--- src/hw/agc_pkg.sv ---
// Constants, codes and tables shared by the gain loop modules
// Function
// Threshold code 1000 disables the absolute carrier-sense test completely.
// Other threshold codes sit signed -7..+7 dB from the amplitude goal.
// Two-bit deadzone select, codes none/low/medium/large, reset code 2.
// After each gain step skip 8/16/24/32 samples, default 16.
// Hold policy 0, the reset value: adjust gain whenever needed.
// Hold policy 1: hold gain once a sync word is found.
// Hold policy 2: analogue gain fixed, digital gain keeps adjusting.
// Hold policy 3: both gains fixed, manual override allowed.
// Frequency-shift modes average 8/16/32/64 samples, field reset code 1.
// On-off keying: same field selects 4/8/12/16 dB decision boundary.
// Sense compares channel filter amplitude while gain is not reduced.
// Loop regulates averaged amplitude to goal 24..42 dB, default code 3.
// Carrier sense only above an enabled absolute threshold, never when disabled.
package agc_pkg;
   // Register indices; byte address is four times the index
   localparam logic [5:0] AGC_IDX_GOAL = 6'h1B;
   localparam logic [5:0] AGC_IDX_THR = 6'h1C;
   localparam logic [5:0] AGC_IDX_CTRL = 6'h1D;
   localparam logic [5:0] AGC_IDX_STATUS = 6'h30;
   localparam logic [5:0] AGC_IDX_MASK = 6'h31;
   localparam logic [5:0] AGC_IDX_GAIN = 6'h32;
   localparam logic [5:0] AGC_IDX_MANUAL = 6'h33;
   // Reset values
   localparam logic [7:0] AGC_CTRL_RESET = 8'h91;
   localparam logic [3:0] AGC_THR_RESET = 4'h0;
   localparam logic [2:0] AGC_GOAL_RESET = 3'h3;
   localparam logic [7:0] AGC_MANUAL_RESET = 8'hFF;
   // Control field positions
   localparam int AGC_HYST_HI = 7;
   localparam int AGC_HYST_LO = 6;
   localparam int AGC_WAIT_HI = 5;
   localparam int AGC_WAIT_LO = 4;
   localparam int AGC_HOLD_HI = 3;
   localparam int AGC_HOLD_LO = 2;
   localparam int AGC_LEN_HI = 1;
   localparam int AGC_LEN_LO = 0;
   localparam int AGC_MAN_ANA_LO = 4;
   localparam int AGC_MAN_DIG_LO = 0;
   // Gain hold policies
   localparam logic [1:0] AGC_HOLD_NONE = 2'h0;
   localparam logic [1:0] AGC_HOLD_SYNC = 2'h1;
   localparam logic [1:0] AGC_HOLD_ANALOG = 2'h2;
   localparam logic [1:0] AGC_HOLD_ALL = 2'h3;
   localparam logic [3:0] AGC_THR_DISABLED = 4'h8;
   // Status bits
   localparam int AGC_ST_W = 3;
   localparam int AGC_ST_SENSE = 0;
   localparam int AGC_ST_GAIN = 1;
   localparam int AGC_ST_SYNC = 2;
   // Sample counts and scales
   localparam logic [5:0] AGC_WAIT_UNIT = 6'h08;
   localparam logic [6:0] AGC_AVG_BASE = 7'h08;
   localparam logic [3:0] AGC_AVG_SHIFT = 4'h3;
   localparam logic [1:0] AGC_OOK_LEN = 2'h1;
   localparam logic [7:0] AGC_BOUND_UNIT_DB = 8'h04;
   localparam int AGC_GAIN_W = 4;
   localparam logic [3:0] AGC_GAIN_MAX = 4'hF;
   localparam logic [7:0] AGC_ANA_STEP_DB = 8'h06;
   localparam logic [7:0] AGC_DIG_STEP_DB = 8'h03;
   // Goal in dB per code, code 0 in the low byte
   localparam logic [63:0] AGC_GOAL_TABLE = 64'h2A28_2624_211E_1B18;
   // Deadzone above and below goal, and gain steps, per deadzone code
   localparam logic [31:0] AGC_HYST_UP_TABLE = 32'h0402_0101;
   localparam logic [31:0] AGC_HYST_DN_TABLE = 32'h0804_0201;
   localparam logic [15:0] AGC_STEP_TABLE = 16'h1112;
   typedef enum logic [1:0] {
      AGC_SETTLE = 2'b00,
      AGC_ACCUM = 2'b01,
      AGC_ADJUST = 2'b11
   } agc_state_e;
endpackage : agc_pkg

--- src/hw/agc_avg.sv ---
// Channel filter amplitude averager over a power-of-two sample count
`timescale 1ns/1ps
module agc_avg
   import agc_pkg::*;
(
   // Clock and reset
   input wire logic clk,
   input wire logic rst,
   // Samples
   input wire logic clear,
   input wire logic take,
   input wire logic [7:0] amp,
   input wire logic [1:0] len_code,
   // Result
   output logic avg_valid,
   output logic [7:0] avg_amp
);
   typedef struct packed {
      logic [14:0] sum;
      logic [6:0] cnt;
      logic [7:0] avg;
      logic done;
   } agc_avg_s;
   agc_avg_s r, next_r;
   logic [6:0] target;
   logic [3:0] shift;
   logic [14:0] total;

   always_comb begin
      target = 7'(AGC_AVG_BASE << len_code);
      shift = AGC_AVG_SHIFT + {2'h0, len_code};
      total = r.sum + {7'h0, amp};
      next_r = r;
      next_r.done = 1'b0;
      if (clear) begin
         next_r.sum = '0;
         next_r.cnt = '0;
      end else if (take) begin
         if (r.cnt == target - 7'h01) begin
            next_r.avg = 8'(total >> shift);
            next_r.done = 1'b1;
            next_r.sum = '0;
            next_r.cnt = '0;
         end else begin
            next_r.sum = total;
            next_r.cnt = r.cnt + 7'h01;
         end
      end
   end

   always_ff @(posedge clk) begin
      if (rst) begin
         r <= '0;
      end else begin
         r <= next_r;
      end
   end

   assign avg_valid = r.done;
   assign avg_amp = r.avg;
endmodule : agc_avg

--- src/hw/agc_sense.sv ---
// Absolute carrier-sense comparison against the amplitude goal
`timescale 1ns/1ps
module agc_sense
   import agc_pkg::*;
(
   // Clock and reset
   input wire logic clk,
   input wire logic rst,
   // Measurement
   input wire logic [7:0] amp,
   input wire logic [7:0] reduction,
   input wire logic [7:0] goal_db,
   input wire logic [3:0] thr,
   // Result
   output logic sense
);
   typedef struct packed {
      logic sense;
   } agc_sense_s;
   agc_sense_s r, next_r;
   logic [8:0] rssi;
   logic signed [9:0] level;

   always_comb begin
      // Gain cut is added back, so unreduced gain compares the raw amplitude
      rssi = {1'b0, amp} + {1'b0, reduction};
      level = $signed({2'b00, goal_db}) + $signed({{6{thr[3]}}, thr});
      next_r.sense = (thr != AGC_THR_DISABLED) && ($signed({1'b0, rssi}) > level);
   end

   always_ff @(posedge clk) begin
      if (rst) begin
         r <= '0;
      end else begin
         r <= next_r;
      end
   end

   assign sense = r.sense;
endmodule : agc_sense

--- src/hw/agc_gain_loop.sv ---
// Gain loop with Wishbone registers, freeze policy, sense and interrupt
//
// Implementation choice: register access over Wishbone.
`timescale 1ns/1ps
module agc_gain_loop
   import agc_pkg::*;
(
   // Clock and reset
   input wire logic clk,
   input wire logic rst,
   // Wishbone slave
   input wire logic wb_cyc_i,
   input wire logic wb_stb_i,
   input wire logic wb_we_i,
   input wire logic [7:0] wb_adr_i,
   input wire logic [3:0] wb_sel_i,
   input wire logic [31:0] wb_dat_i,
   output logic [31:0] wb_dat_o,
   output logic wb_ack_o,
   // Channel filter and demodulator
   input wire logic sample_valid,
   input wire logic [7:0] sample_amp,
   input wire logic sync_found,
   input wire logic rx_restart,
   input wire logic ook_mode,
   // Gain, sense and decisions
   output logic [AGC_GAIN_W-1:0] analog_gain,
   output logic [AGC_GAIN_W-1:0] digital_gain,
   output logic carrier_sense,
   output logic ook_data,
   output logic irq
);
   typedef struct packed {
      logic ack;
      logic [31:0] rdata;
      logic [7:0] ctrl;
      logic [3:0] thr;
      logic [2:0] goal;
      logic [7:0] manual;
      logic [AGC_ST_W-1:0] status;
      logic [AGC_ST_W-1:0] mask;
      agc_state_e state;
      logic [5:0] wait_cnt;
      logic [7:0] avg_hold;
      logic [AGC_GAIN_W-1:0] ana;
      logic [AGC_GAIN_W-1:0] dig;
      logic sync_hold;
      logic cs;
      logic ook;
      logic irq;
   } agc_top_s;
   agc_top_s r, next_r;

   logic [1:0] hyst, wait_code, hold, len_code;
   logic [5:0] wait_target;
   logic [7:0] goal_db, hyst_up, hyst_dn, bound_db, reduction;
   logic [3:0] step;
   logic ana_ok, dig_ok, too_high, too_low, gain_moved;
   logic access, wr, rd;
   logic [5:0] idx;
   logic [7:0] rd_byte;
   logic [AGC_ST_W-1:0] st_set, st_clr;
   logic avg_valid, sense;
   logic [7:0] avg_amp;
   logic [4:0] ana_dn, ana_up, dig_dn, dig_up;

   agc_avg u_avg (
      .clk(clk),
      .rst(rst),
      .clear(gain_moved),
      .take(sample_valid && r.state == AGC_ACCUM),
      .amp(sample_amp),
      .len_code(ook_mode ? AGC_OOK_LEN : len_code),
      .avg_valid(avg_valid),
      .avg_amp(avg_amp)
   );

   agc_sense u_sense (
      .clk(clk),
      .rst(rst),
      .amp(r.avg_hold),
      .reduction(reduction),
      .goal_db(goal_db),
      .thr(r.thr),
      .sense(sense)
   );

   always_comb begin
      hyst = r.ctrl[AGC_HYST_HI:AGC_HYST_LO];
      wait_code = r.ctrl[AGC_WAIT_HI:AGC_WAIT_LO];
      hold = r.ctrl[AGC_HOLD_HI:AGC_HOLD_LO];
      len_code = r.ctrl[AGC_LEN_HI:AGC_LEN_LO];
      wait_target = 6'(AGC_WAIT_UNIT * ({4'h0, wait_code} + 6'h01));
      goal_db = AGC_GOAL_TABLE[{r.goal, 3'h0} +: 8];
      hyst_up = AGC_HYST_UP_TABLE[{hyst, 3'h0} +: 8];
      hyst_dn = AGC_HYST_DN_TABLE[{hyst, 3'h0} +: 8];
      step = AGC_STEP_TABLE[{hyst, 2'h0} +: 4];
      bound_db = 8'(AGC_BOUND_UNIT_DB * ({6'h00, len_code} + 8'h01));
      reduction = 8'({4'h0, AGC_GAIN_MAX - r.ana}) * AGC_ANA_STEP_DB
         + 8'({4'h0, AGC_GAIN_MAX - r.dig}) * AGC_DIG_STEP_DB;
      // Policy decides which gain stages may move
      ana_ok = (hold == AGC_HOLD_NONE) || (hold == AGC_HOLD_SYNC && !r.sync_hold);
      dig_ok = ana_ok || (hold == AGC_HOLD_ANALOG);
      too_high = {1'b0, r.avg_hold} > {1'b0, goal_db} + {1'b0, hyst_up};
      too_low = {1'b0, r.avg_hold} + {1'b0, hyst_dn} < {1'b0, goal_db};
      ana_dn = ({1'b0, r.ana} > {1'b0, step}) ? {1'b0, r.ana} - {1'b0, step} : 5'h00;
      dig_dn = ({1'b0, r.dig} > {1'b0, step}) ? {1'b0, r.dig} - {1'b0, step} : 5'h00;
      ana_up = {1'b0, r.ana} + {1'b0, step};
      dig_up = {1'b0, r.dig} + {1'b0, step};
      if (ana_up > {1'b0, AGC_GAIN_MAX}) begin
         ana_up = {1'b0, AGC_GAIN_MAX};
      end
      if (dig_up > {1'b0, AGC_GAIN_MAX}) begin
         dig_up = {1'b0, AGC_GAIN_MAX};
      end
      // Bus decode; one wait state, ack drops the cycle after it rose
      access = wb_cyc_i && wb_stb_i && !r.ack;
      wr = access && wb_we_i && wb_sel_i[0];
      rd = access && !wb_we_i;
      idx = wb_adr_i[7:2];
      unique case (idx)
         AGC_IDX_GOAL: rd_byte = {5'h00, r.goal};
         AGC_IDX_THR: rd_byte = {4'h0, r.thr};
         AGC_IDX_CTRL: rd_byte = r.ctrl;
         AGC_IDX_STATUS: rd_byte = {{(8 - AGC_ST_W){1'b0}}, r.status};
         AGC_IDX_MASK: rd_byte = {{(8 - AGC_ST_W){1'b0}}, r.mask};
         AGC_IDX_GAIN: rd_byte = {r.ana, r.dig};
         AGC_IDX_MANUAL: rd_byte = r.manual;
         default: rd_byte = 8'h00;
      endcase

      next_r = r;
      gain_moved = 1'b0;
      st_set = '0;
      st_clr = '0;
      next_r.ack = access;
      if (access) begin
         next_r.rdata = rd ? {24'h000000, rd_byte} : 32'h00000000;
      end
      if (wr) begin
         unique case (idx)
            AGC_IDX_GOAL: next_r.goal = wb_dat_i[2:0];
            AGC_IDX_THR: next_r.thr = wb_dat_i[3:0];
            AGC_IDX_CTRL: next_r.ctrl = wb_dat_i[7:0];
            AGC_IDX_MASK: next_r.mask = wb_dat_i[AGC_ST_W-1:0];
            AGC_IDX_MANUAL: next_r.manual = wb_dat_i[7:0];
            default: next_r.goal = r.goal;
         endcase
      end
      if (rd && idx == AGC_IDX_STATUS) begin
         st_clr = r.status;
      end

      // Sync latch; a new sync beats a restart in the same cycle
      if (rx_restart) begin
         next_r.sync_hold = 1'b0;
      end
      if (sync_found) begin
         next_r.sync_hold = 1'b1;
         if (hold == AGC_HOLD_SYNC && !r.sync_hold) begin
            st_set[AGC_ST_SYNC] = 1'b1;
         end
      end

      unique case (r.state)
         AGC_SETTLE: begin
            if (sample_valid) begin
               if (r.wait_cnt == wait_target - 6'h01) begin
                  next_r.wait_cnt = '0;
                  next_r.state = AGC_ACCUM;
               end else begin
                  next_r.wait_cnt = r.wait_cnt + 6'h01;
               end
            end
         end
         AGC_ACCUM: begin
            if (avg_valid) begin
               next_r.avg_hold = avg_amp;
               next_r.state = AGC_ADJUST;
            end
         end
         AGC_ADJUST: begin
            next_r.state = AGC_ACCUM;
            // Analogue stage moves first; digital picks up under analogue hold or when analogue is at its limit
            if (too_high) begin
               if (ana_ok && r.ana != '0) begin
                  next_r.ana = ana_dn[AGC_GAIN_W-1:0];
                  gain_moved = 1'b1;
               end else if (dig_ok && r.dig != '0) begin
                  next_r.dig = dig_dn[AGC_GAIN_W-1:0];
                  gain_moved = 1'b1;
               end
            end else if (too_low) begin
               if (ana_ok && r.ana != AGC_GAIN_MAX) begin
                  next_r.ana = ana_up[AGC_GAIN_W-1:0];
                  gain_moved = 1'b1;
               end else if (dig_ok && r.dig != AGC_GAIN_MAX) begin
                  next_r.dig = dig_up[AGC_GAIN_W-1:0];
                  gain_moved = 1'b1;
               end
            end
            if (gain_moved) begin
               next_r.state = AGC_SETTLE;
               next_r.wait_cnt = '0;
               st_set[AGC_ST_GAIN] = 1'b1;
            end
         end
         default: next_r.state = AGC_SETTLE;
      endcase

      // Full hold follows the override register instead of the loop
      if (hold == AGC_HOLD_ALL) begin
         next_r.ana = r.manual[AGC_MAN_ANA_LO +: AGC_GAIN_W];
         next_r.dig = r.manual[AGC_MAN_DIG_LO +: AGC_GAIN_W];
      end

      next_r.cs = sense;
      if (sense && !r.cs) begin
         st_set[AGC_ST_SENSE] = 1'b1;
      end
      if (sample_valid) begin
         // Amplitude within the boundary below goal counts as a mark
         next_r.ook = ook_mode && ({1'b0, sample_amp} + {1'b0, bound_db} >= {1'b0, goal_db});
      end
      // Set wins over the read-clear
      next_r.status = (r.status & ~st_clr) | st_set;
      next_r.irq = |(next_r.status & next_r.mask);
   end

   always_ff @(posedge clk) begin
      if (rst) begin
         r <= '0;
         r.ctrl <= AGC_CTRL_RESET;
         r.thr <= AGC_THR_RESET;
         r.goal <= AGC_GOAL_RESET;
         r.manual <= AGC_MANUAL_RESET;
         r.ana <= AGC_GAIN_MAX;
         r.dig <= AGC_GAIN_MAX;
         r.state <= AGC_ACCUM;
      end else begin
         r <= next_r;
      end
   end

   assign wb_ack_o = r.ack;
   assign wb_dat_o = r.rdata;
   assign analog_gain = r.ana;
   assign digital_gain = r.dig;
   assign carrier_sense = r.cs;
   assign ook_data = r.ook;
   assign irq = r.irq;

   // Reference sense level for checking only
   logic [8:0] chk_rssi;
   logic signed [9:0] chk_level;
   logic chk_cs;
   always_comb begin
      chk_rssi = {1'b0, r.avg_hold} + {1'b0, reduction};
      chk_level = $signed({2'b00, goal_db}) + $signed({{6{r.thr[3]}}, r.thr});
      chk_cs = (r.thr != AGC_THR_DISABLED) && ($signed({1'b0, chk_rssi}) > chk_level);
   end
endmodule : agc_gain_loop

--- config.mk ---
export PLATFORM = sky130hd
export DESIGN_NAME = agc_gain_loop
export DESIGN_NICKNAME = d
export VERILOG_FILES = /design/src/hw/agc_pkg.sv /design/src/hw/agc_avg.sv /design/src/hw/agc_sense.sv /design/src/hw/agc_gain_loop.sv
export SDC_FILE = /design/constraint.sdc
export NUM_CORES = 1
export LEC_CHECK = 0
export BUFFER_PORTS_ARGS = -buffer_cell sky130_fd_sc_hd__buf_2
export CORE_ASPECT_RATIO = 1.5
export CORE_MARGIN = 4
export CORE_UTILIZATION = 40
export CTS_BUF_LIST = sky130_fd_sc_hd__clkbuf_8
export CTS_CLUSTER_DIAMETER = 150
export DETAILED_ROUTE_END_ITERATION = 8
export PLACE_DENSITY = 0.66
export SLEW_MARGIN = 10
export SYNTH_ARGS = -nofsm -noshare
export SYNTH_HDL_FRONTEND = slang
export SYNTH_HIERARCHICAL = 1
export SYNTH_SLANG_ARGS = --single-unit
export TNS_END_PERCENT = 1
--- constraint.sdc ---
create_clock -name clk -period 5.91 [get_ports clk]
set_input_delay 0.591 -clock clk [delete_from_list [all_inputs] [get_ports clk]]
set_output_delay 0.591 -clock clk [all_outputs]
set_load 0.02 [all_outputs]
# Yosys cells after proc, flatten, opt, wreduce, memory -nomap -nowiden
# Cells that the tools add are included.
# totals
word_cells,177
regBits,122
output_inout_bits,44
# op_classes
n_reduce_logical,44
mul,2
eq_ne,25
magnitude_cmp,8
addsub,20
shifts,6
bitwise,6
n_mux,44
# op_table
op,count
$shiftx 32x6->8 const A,2
$shiftx 64x7->8 const A,1
$pmux 8 s7,1
$mux 8,6
$mux 4,10
$add 8x8->9,3
$eq 6x6->1 const B,4
$mux 22,1
$eq 6x5->1 const B,3
$mux 1,16
$shiftx 16x5->4 const A,1
$add 15x8->15,1
$logic_and 1x1->1,15
$shr 15x3->8,1
$mul 4x2->6 const B,2
$ne 4x4->1 const B,3
$pmux 6 s2,1
$add 4x4->5,2
$add 9x4->10,1
$gt 10x10->1,1
$gt 5x4->1 const B,2
$reduce_and 2->1,5
$add 8x5->9,1
$ge 9x8->1,1
other kinds (41),71

# Longest topological paths before layout
# Gate-level depths: netlist of run 1.
# logic_depth
depth_word,15
ltp_mapped,22

# Cells and area by module
# Netlist of run 1, hierarchy kept.
# modules_own_cells
mod,n_inst,seq_area_each_um2,area_per_inst_um2,cells_each
agc_gain_loop,1,1321.3,5355.1,649
agc_avg,1,600.6,2235.9,274
agc_sense,1,20.0,933.4,114

# Worst setup path after synthesis of run 1
# OpenSTA, ideal clock, no wires.
# synth_timing
kind,register -> register
start,"register r, in the netlist analog_gain[1]"
end,register u_sense.r (netlist: u_sense/sense)
synth_period_minus_slack_ns,4.372
path_slack_ns,1.538
arrival_ns,4.292
path_stages_with_launch,19
path_cell_list,dfxtp_1 > inv_1 > ha_1 > fa_1 > inv_1 > fa_1 > fa_1 > inv_1 > a21o_1 > a21oi_1 > xor2_1 > ha_1 > o41ai_1 > xnor2_1 > ha_1 > and3_1 > o31ai_1 > a22o_1 > a211oi_2
# synth_via
elab_chain_len,6
# synth_lines
element,line_no,text
"start, declared",agc_gain_loop.sv:52,"agc_top_s r, next_r;"
"start signal, assigned",agc_gain_loop.sv:241,r <= next_r;
$sub 4x4->4,agc_gain_loop.sv:99,"reduction = 8'({4'h0, AGC_GAIN_MAX - r.ana}) * AGC_ANA_STEP_DB"
$mul 4x2->6,agc_gain_loop.sv:99,
$add 7x6->8,agc_gain_loop.sv:100,"+ 8'({4'h0, AGC_GAIN_MAX - r.dig}) * AGC_DIG_STEP_DB;"
net reduction[6],agc_gain_loop.sv:56,"logic [7:0] goal_db, hyst_up, hyst_dn, bound_db, reduction;"
$add 8x8->9,-,
$gt 10x10->1,agc_sense.sv:28,"next_r.sense = (thr != AGC_THR_DISABLED) && ($signed({1'b0, rssi}) > level);"
$logic_and 1x1->1,agc_sense.sv:28,
"end signal, assigned",agc_sense.sv:35,r <= next_r;
"end, declared",agc_sense.sv:20,"agc_sense_s r, next_r;"
# The timed path passes the listed nets, and every way through them passes these cells.
# A chain may end at the register's enable or synchronous reset.

# Final worst setup path of run 1
# Same ends and word-level chain as after synthesis.

==> flow_summary.toml, run 1 <==
[global_route]
gr-total-overflow = 0
pin_count_of_the_biggest_net_entering_global_routing = 58
vias_in_the_first_global_route = 7326
gr-usage-all-layers_pct = 18.2
number_of_antenna_violations_at_the_first_check_in_global_routing = 0
wire_length_of_the_first_global_routing_pass_um = 35800

[placement]
port_buffers = 51
dp_hpwl_um = 17100
gp_routability_congestion = 0.887

[critical_path]
critPathArrivalTime_ns = 5.19
cp_slowest_stage_delay_ns = 0.56
r2r_start = "analog_gain[1]$_SDFFE_PP1P_"
cp_cell_sequence = "inv_1 -> ha_1 -> fa_1 -> inv_1 -> fa_1 -> inv_1 -> ha_1 -> a21o_1 -> a21oi_1 -> xnor2_1 -> ha_1 -> nand2_1 -> o21ai_0 -> nor4_1 -> nor3_1 -> ha_1 -> and3_1 -> o31ai_1 -> a22o_1 -> a211oi_2"
cpMaxStageDelayCell = "dfxtp_1"
setup.worst_path.class = "flip-flop to flip-flop"
cp_data_required_time_ns = 6.17
worst-path-max-fanout = 8
worst_reg2reg_path_depth = 20
setup.worst_path.end_class = "flip-flop"
cpMostUsedCell = "ha_1"
reg2reg_slack_ns = 0.98
critical_path.n_buffers_inverters = 3
crit_family = "adder cells"
ff_to_ff_end = "u_sense/sense$_SDFF_PP0_"
critPathLaunchType = "flip-flop"

[timing]
setup_viol_count_final = 0
timing.setup.tns_ns = 0
finalMaxSlewViolations = 0
fmax_mhz = 203
grt_setup_unrepaired = "no"
relSlewSlack_pct = 39.8
final-hold-violation-count = 0
fin_hold_ws_ns = 0.417
fin_crit_ns = 4.93
final_min_period_over_clock_period_pct = 83.5
worst_pin_slew_ns = 0.903
worst_clock_skew_ns = 0.0256

[floorplanning]
starting_density_pct = 40.6
die_w_um = 127
area_enclosed_by_the_die_boundary_um2 = 23800
die_h_um = 187
placement_rows = 65
core_box_area_um2 = 21000
floorplan.io_pins = 105

[routing]
route.detailed.wl_per_inst_um = 16.3
first_iter_violations = 305
antenna_violating_nets_post_route = 0
routed_vias = 7403
drcViolationCount = 0
detail_route.vias_per_cell = 5.60
finalWirelength_um = 21600
detail_route.first_pass.iterations = 5

[synthesis]
synth-main-ff-cell = "dfxtp_1"
yosys-top-cells-count = "nor2_1 (105), dfxtp_1 (97), ha_1 (93)"
ys_types = 100
mappedNetlistArea_um2 = 8520
fraction_of_registers_with_async_set_or_reset_after_synthesis_pct = 0
ys_warn_count = 6
syn-mean-instance-area_um2 = 8.22
synth_enable_flop_cells = 0
yosys.cell_count.top_type = "nor2_1"
post_synth_inst_count = 1037
synth_sequential_area_ratio_pct = 22.8
synth_area_leader_cell = "dfxtp_1"
synth_top_cells_by_area = "dfxtp_1 (23%), ha_1 (14%), nor2_1 (4.6%), a21oi_1 (4.6%), buf_4 (4.6%)"
yosys.area.top_type_share_pct = 22.8
ys_seq_elements = 97

[clock_network]
clock_tree.root_cell = "clkbuf_8"
max-clock-path-buffers = 2
numCtsBuffers = 9
cts.htree.levels = 3
clock_tree_from_tritoncts = "built"
insertion_delay_ns = 0.40
cts_resized = 0
post_cts_setup_buffer_count = 0
path_clk_slew_ns = 0.12
cts_num_sinks = 97
hold_buffers = 0

[pwr]
vdd.ir_drop.worst_mv = 0.105
power.density_cell_area_nw_per_um2 = 148
p_leak_nw = 3.95

[finish]
filler_cell_count = 2147
multi_input_area_um2 = 5900
post_route_cells_drive_above_1_share_pct = 10.8
layout.area.seq_um2 = 1940
antenna_cells = 0
layout_net_count = 1219
area_delta_synth_final_pct = 4.71

[job]
drv_cap = 0

[outcome]
status = "finished, final reports clean"

[worst_hold_path]
hold-path-cell-count = 3
hold_end = "r[39]$_SDFFE_PP1P_"
worstHoldStart = "wb_dat_i[5]"
hp-class = "input port to flip-flop"
==> power breakdown <==
part           switching, mW  internal (mW)  total (mW)
clock                  0.274          0.168       0.442
sequential           0.00821          0.664       0.672
combinational          0.131         0.0767       0.207
==> worst max path at each step <==
stage | to | cells after the start | startpoint | slack, ns
finish | u_sense/sense$_SDFF_PP0_ | 20 | analog_gain[1]$_SDFFE_PP1P_ | 0.98
global route | u_avg/avg_amp[7]$_SDFFE_PP0P_ | 18 | hyst[0]$_SDFFE_PP0P_ | 0.57
CTS | u_sense/sense$_SDFF_PP0_ | 20 | analog_gain[1]$_SDFFE_PP1P_ | 0.95
detailed placement | u_sense/sense$_SDFF_PP0_ | 20 | analog_gain[1]$_SDFFE_PP1P_ | 1.0
global placement | u_sense/sense$_SDFF_PP0_ | 20 | analog_gain[1]$_SDFFE_PP1P_ | 1.05
floorplan | u_sense/sense$_SDFF_PP0_ | 18 | analog_gain[1]$_SDFFE_PP1P_ | 1.54
==> metal layers <==
metal  vias to the layer above  GRT usage, %  share of wire [%]
met5                         -             0                  0
li1                       3653             -                  -
met4                         0          8.34                4.3
met2                       148          34.2                 53
met1                      3536          20.2                 40
met3                        66          2.03                3.0
==> kinds of logic (layout without fill, tap and decap cells) <==
group                    after synthesis  in the layout  synth area share (%)
AND/OR/NAND/NOR                      349            349                  19.7
AO/OA/AOI/OAI                        252            252                  22.0
buffers and inverters                149            141                  9.19
adder cells (fa/ha/maj)              108            108                  17.2
flip-flops                            97             97                  22.8
XOR/XNOR                              49             49                  5.03
multiplexers                          31             31                  4.08
other                                  2             28                0.0881
==> cell usage in the layout, fill, tap and decap left out, types with 7 or more instances in the layout <==
cell type | synthesis | routed
o21a_1 | 10 | 10
inv_1 | 68 | 68
xnor2_1 | 30 | 30
fa_1 | 15 | 15
a21oi_1 | 78 | 78
a21o_1 | 13 | 13
mux2i_1 | 28 | 28
dfxtp_1 | 97 | 97
nand2_1 | 90 | 90
a211oi_1 | 7 | 7
buf_2 | 5 | 51
clkbuf_8 | 0 | 9
conb_1 | 2 | 28
ha_1 | 93 | 93
and3_1 | 9 | 9
nand2b_1 | 15 | 15
o211ai_1 | 12 | 12
nand4_1 | 9 | 9
nor2_1 | 105 | 105
nor2b_1 | 14 | 14
o21ai_0 | 27 | 27
nand3_1 | 46 | 46
nor3_1 | 18 | 18
xor2_1 | 19 | 19
==> stage by stage <==
step | worst slack [ns] | utilization (%) | cells | area [um^2] | total power [mW]
2_1_floorplan | 1.54 | - | 1063 | 8620 | 0.853
3_3_place_gp | 1.05 | 41.6 | 1307 | 8730 | 0.890
3_5_place_dp | 0.999 | 41.6 | 1307 | 8730 | 0.892
4_1_cts | 0.949 | 42.5 | 1323 | 8930 | 1.34
5_1_grt | 0.574 | 42.5 | 1323 | 8930 | 1.38
6_report | 0.978 | 42.5 | 1323 | 8930 | 1.32
==> worst min-delay path: cells and delay by family <==
| family | cells | cell delay [ns] |
|---|---|---|
| buf+inv | 1 | 0.09 |
| simple gates | 2 | 0.12 |
==> flip-flops by register name (all words and copies together) (netlist names) <==
| register | cells |
|---|---|
| analog_gain | 4 |
| carrier_sense | 1 |
| wb_ack_o | 1 |
| irq | 1 |
| u_sense/sense | 1 |
| u_avg/avg_amp | 8 |
| wb_dat_o | 8 |
| r | 40 |
| u_avg/avg_valid | 1 |
| hyst | 2 |
| hold | 2 |
| ook_data | 1 |
| len_code | 2 |
| digital_gain | 4 |
| u_avg/r | 21 |
==> layout make-up <==
type	count	share of cell area, %
Clock inverter	7	0.855
Sequential cell	97	21.8
Timing Repair Buffer	56	3.28
Tap cell	268	3.76
Multi-Input combinational cell	817	66.1
Clock buffer	9	1.39
Inverter	69	2.90
Note: power is estimated with default switching activity, not from simulation.
==> run 2: changes to the inputs <==
Settings changed: ABC_AREA set to 1, PLACE_DENSITY 0.66 to 0.68.
Clock period 5.91 ns to 4.2 ns, I/O delays scaled along.
==> run 2 against run 1 <==
Net effect: the run now ends with setup timing left; synthesized cell count increased by 24%; via count rose by 9.3%; global-route usage rose by 0.26 points; critical endpoint unchanged; highest routed layer unchanged; clock skew shrank 0.0050 ns; total power up 36%; sequential power rose by 40%.
==> flow_summary.toml, run 2 <==
[synthesis]
synthSimpleGateAreaFrac_pct = 32.0
synthMuxAreaShare_pct = 0
ys_seq_elements = 97
yosys.cell_count.top_type = "nand2_1"
post_synth_xor_xnor_area_pct = 3.64
main_combinational_cell_family_by_area_after_synthesis = "simple AND/OR/NAND/NOR gates"
synth_enable_flop_cells = 0
synth_top_cells_by_area = "dfxtp_1 (22%), nand2_1 (14%), ha_1 (13%), inv_1 (7.6%), nand3_1 (5.9%)"
synthesized_area_fraction_occupied_by_ao_oa_aoi_and_oai_cells_pct = 11.5
synth_area_leader_cell = "dfxtp_1"
fraction_of_registers_with_async_set_or_reset_after_synthesis_pct = 0
post_synth_inst_count = 1283
syn-mean-instance-area_um2 = 6.75
ys_types = 56
post_synth_fa_ha_maj_area_fraction_pct = 16.9
synth-main-ff-cell = "dfxtp_1"
mappedNetlistArea_um2 = 8650
synth_sequential_area_ratio_pct = 22.4
yosys-top-cells-count = "nand2_1 (326), inv_1 (175), nor2_1 (109)"
yosys.area.top_type_share_pct = 22.4
ys_warn_count = 6

[timing]
timing.setup.tns_ns = -0.0155
final_critical_path_setup_slack_ns = -0.0155
worst_clock_skew_ns = 0.0206
grt_setup_unrepaired = "yes"
setup_viol_count_final = 1
fmax_mhz = 237
final-hold-violation-count = 0
relSlewSlack_pct = 39.9
fin_crit_ns = 4.22
finalMaxSlewViolations = 0
final_min_period_over_clock_period_pct = 100
worst_pin_slew_ns = 0.898

[clock_network]
clock_tree_from_tritoncts = "built"
clock_tree.root_cell = "clkbuf_8"
numCtsBuffers = 9
insertion_delay_ns = 0.39
path_clk_slew_ns = 0.11
cts_num_sinks = 97
cts.htree.levels = 3
max-clock-path-buffers = 2

[finish]
multi_input_area_um2 = 5720
top_register = "r"
layout_net_count = 1499
commonest_non_fill_non_tap_cell_in_the_layout = "nand2_1"
layout.area.seq_um2 = 1950
max_reg_flops = 40
largestRegisters = "r: 40 flops, u_avg/r: 21 flops"
antenna_cells = 0
filler_cell_count = 2244
post_route_cells_drive_above_1_share_pct = 13.0
fin_cells = 1603
layout.cells.most_common_list = "nand2_1 (322), inv_1 (170), nor2_1 (108)"
area_delta_synth_final_pct = 7.84

[floorplanning]
starting_density_pct = 40.9
floorplan.io_pins = 105
die_w_um = 128
placement_rows = 65
die_h_um = 188
core_box_area_um2 = 21100
area_enclosed_by_the_die_boundary_um2 = 24100

[global_route]
gr-usage-all-layers_pct = 18.5
number_of_antenna_violations_at_the_first_check_in_global_routing = 0
vias_in_the_first_global_route = 7800
pin_count_of_the_biggest_net_entering_global_routing = 39
wire_length_of_the_first_global_routing_pass_um = 36600
gr-total-overflow = 0

[critical_path]
critPathArrivalTime_ns = 4.51
critical_path.n_buffers_inverters = 3
cp_slowest_stage_delay_ns = 0.59
cp_cell_sequence = "inv_2 -> ha_4 -> fa_1 -> inv_2 -> fa_2 -> fa_1 -> xnor2_1 -> ha_1 -> inv_1 -> o21ai_0 -> xor2_1 -> ha_1 -> nand2_1 -> nor2_1 -> nand2_1 -> nand3_1 -> nand2_2 -> nand2_1 -> nand2_1 -> nand2_1 -> nand2_2 -> a21oi_2"
cpMostUsedCell = "nand2_1"
cp_data_required_time_ns = 4.49
worst-path-max-fanout = 4
crit_family = "adder cells"
critPathLaunchType = "flip-flop"
setup.worst_path.class = "flip-flop to flip-flop"
setup.worst_path.end_class = "flip-flop"
cpMaxStageDelayCell = "fa_1"

[routing]
drcViolationCount = 0
detail_route.vias_per_cell = 5.05
antenna_violating_nets_post_route = 0
finalWirelength_um = 22100
route.detailed.wl_per_inst_um = 13.8
routed_vias = 8093
detail_route.first_pass.iterations = 5
first_iter_violations = 402

[placement]
place.detailed.instances = 1585
dp_hpwl_um = 17900
port_buffers = 51
gp_routability_congestion = 0.916

[pwr]
vdd.ir_drop.worst_mv = 0.131
p_leak_nw = 4.83
power.density_cell_area_nw_per_um2 = 192

[job]
drv_cap = 0

[outcome]
violations = "setup timing"
status = "finished with violations"

[worst_hold_path]
hp-class = "input port to flip-flop"
run 2: kinds of logic (layout without fill, tap and decap cells):
family,after synthesis,count (layout)
buffers and inverters,250,276
AOI/OAI and AO/OA,170,170
other,2,28
adders and majority gates,108,108
DFF,97,97
xor gates and xnor gates,36,36
and+or+nand+nor,620,620
run 2: repair_timing:
item / 4_1_cts / 5_1_grt
hold buffers: 0 / 0
setup endpoints to repair: 1 / 30
buffers inserted: 1 / 1
pin swaps: 1 / 18
resized for setup: 2 / 22
endpoints found under the hold margin: 0 / 0
run 2: final timing paths:
kind / from / end / slack (ns) / cells after the start
setup reg to reg: analog_gain[1]$_SDFFE_PP1P_ / u_sense/sense$_SDFF_PP0_ / -0.02 / 22
hold reg to reg: wb_dat_o[7]$_SDFFE_PP0P_ / wb_dat_o[7]$_SDFFE_PP0P_ / 0.47 / 2
hold / removal: wb_dat_i[4] / r[53]$_SDFFE_PP1P_ / 0.27 / 3
setup / recovery: analog_gain[1]$_SDFFE_PP1P_ / u_sense/sense$_SDFF_PP0_ / -0.02 / 22
run 2: routing by layer:
metal  vias up  wire (um)  track usage [%]
met3        43        658             2.37
met1      3718       8940             20.4
met2       159      11800             35.0
met5         -          0                0
met4         0        716             7.07
li1       4173          -                -
run 2: where the power goes:
group | leakage, nW | total, mW | internal [mW] | switching, mW
Combinational | 3.95 | 0.247 | 0.0793 | 0.167
Clock | 0.0971 | 0.604 | 0.226 | 0.378
Sequential | 0.783 | 0.943 | 0.933 | 0.0104
run 2: area by class of cell:
class / instances / share of cell area [%]
Clock buffer: 9 / 1.33
Timing Repair Buffer: 76 / 4.88
Multi-Input combinational cell: 962 / 61.3
Clock inverter: 7 / 0.657
Inverter: 184 / 7.44
Sequential cell: 97 / 20.8
Tap cell: 268 / 3.59
run 2: per-stage QoR:
stage	setup slack (ns)	area, um^2	hold WS, ns	power, mW	util [%]
after detailed placement	-0.0830	9060	0.456	1.21	42.9
after global placement	-0.0453	9060	0.454	1.20	42.9
final	-0.0155	9330	0.271	1.79	44.1
after global routing	-0.291	9330	0.253	1.89	44.1
after floorplan	0.0549	8750	0.411	1.16	-
after CTS	0.00242	9260	0.252	1.81	43.8
run 2: worst reg2reg max path, stage by stage, from the launching register on:
cell and delay [ns]:
dfxtp_2 0.35, inv_2 0.06, ha_4 0.16, fa_1 0.59
inv_2 0.05, fa_2 0.48, fa_1 0.48, xnor2_1 0.15
ha_1 0.34, inv_1 0.09, o21ai_0 0.21, xor2_1 0.20
ha_1 0.27, nand2_1 0.13, nor2_1 0.07, nand2_1 0.06
nand3_1 0.08, nand2_2 0.07, nand2_1 0.05, nand2_1 0.06
nand2_1 0.07, nand2_2 0.06, a21oi_2 0.05
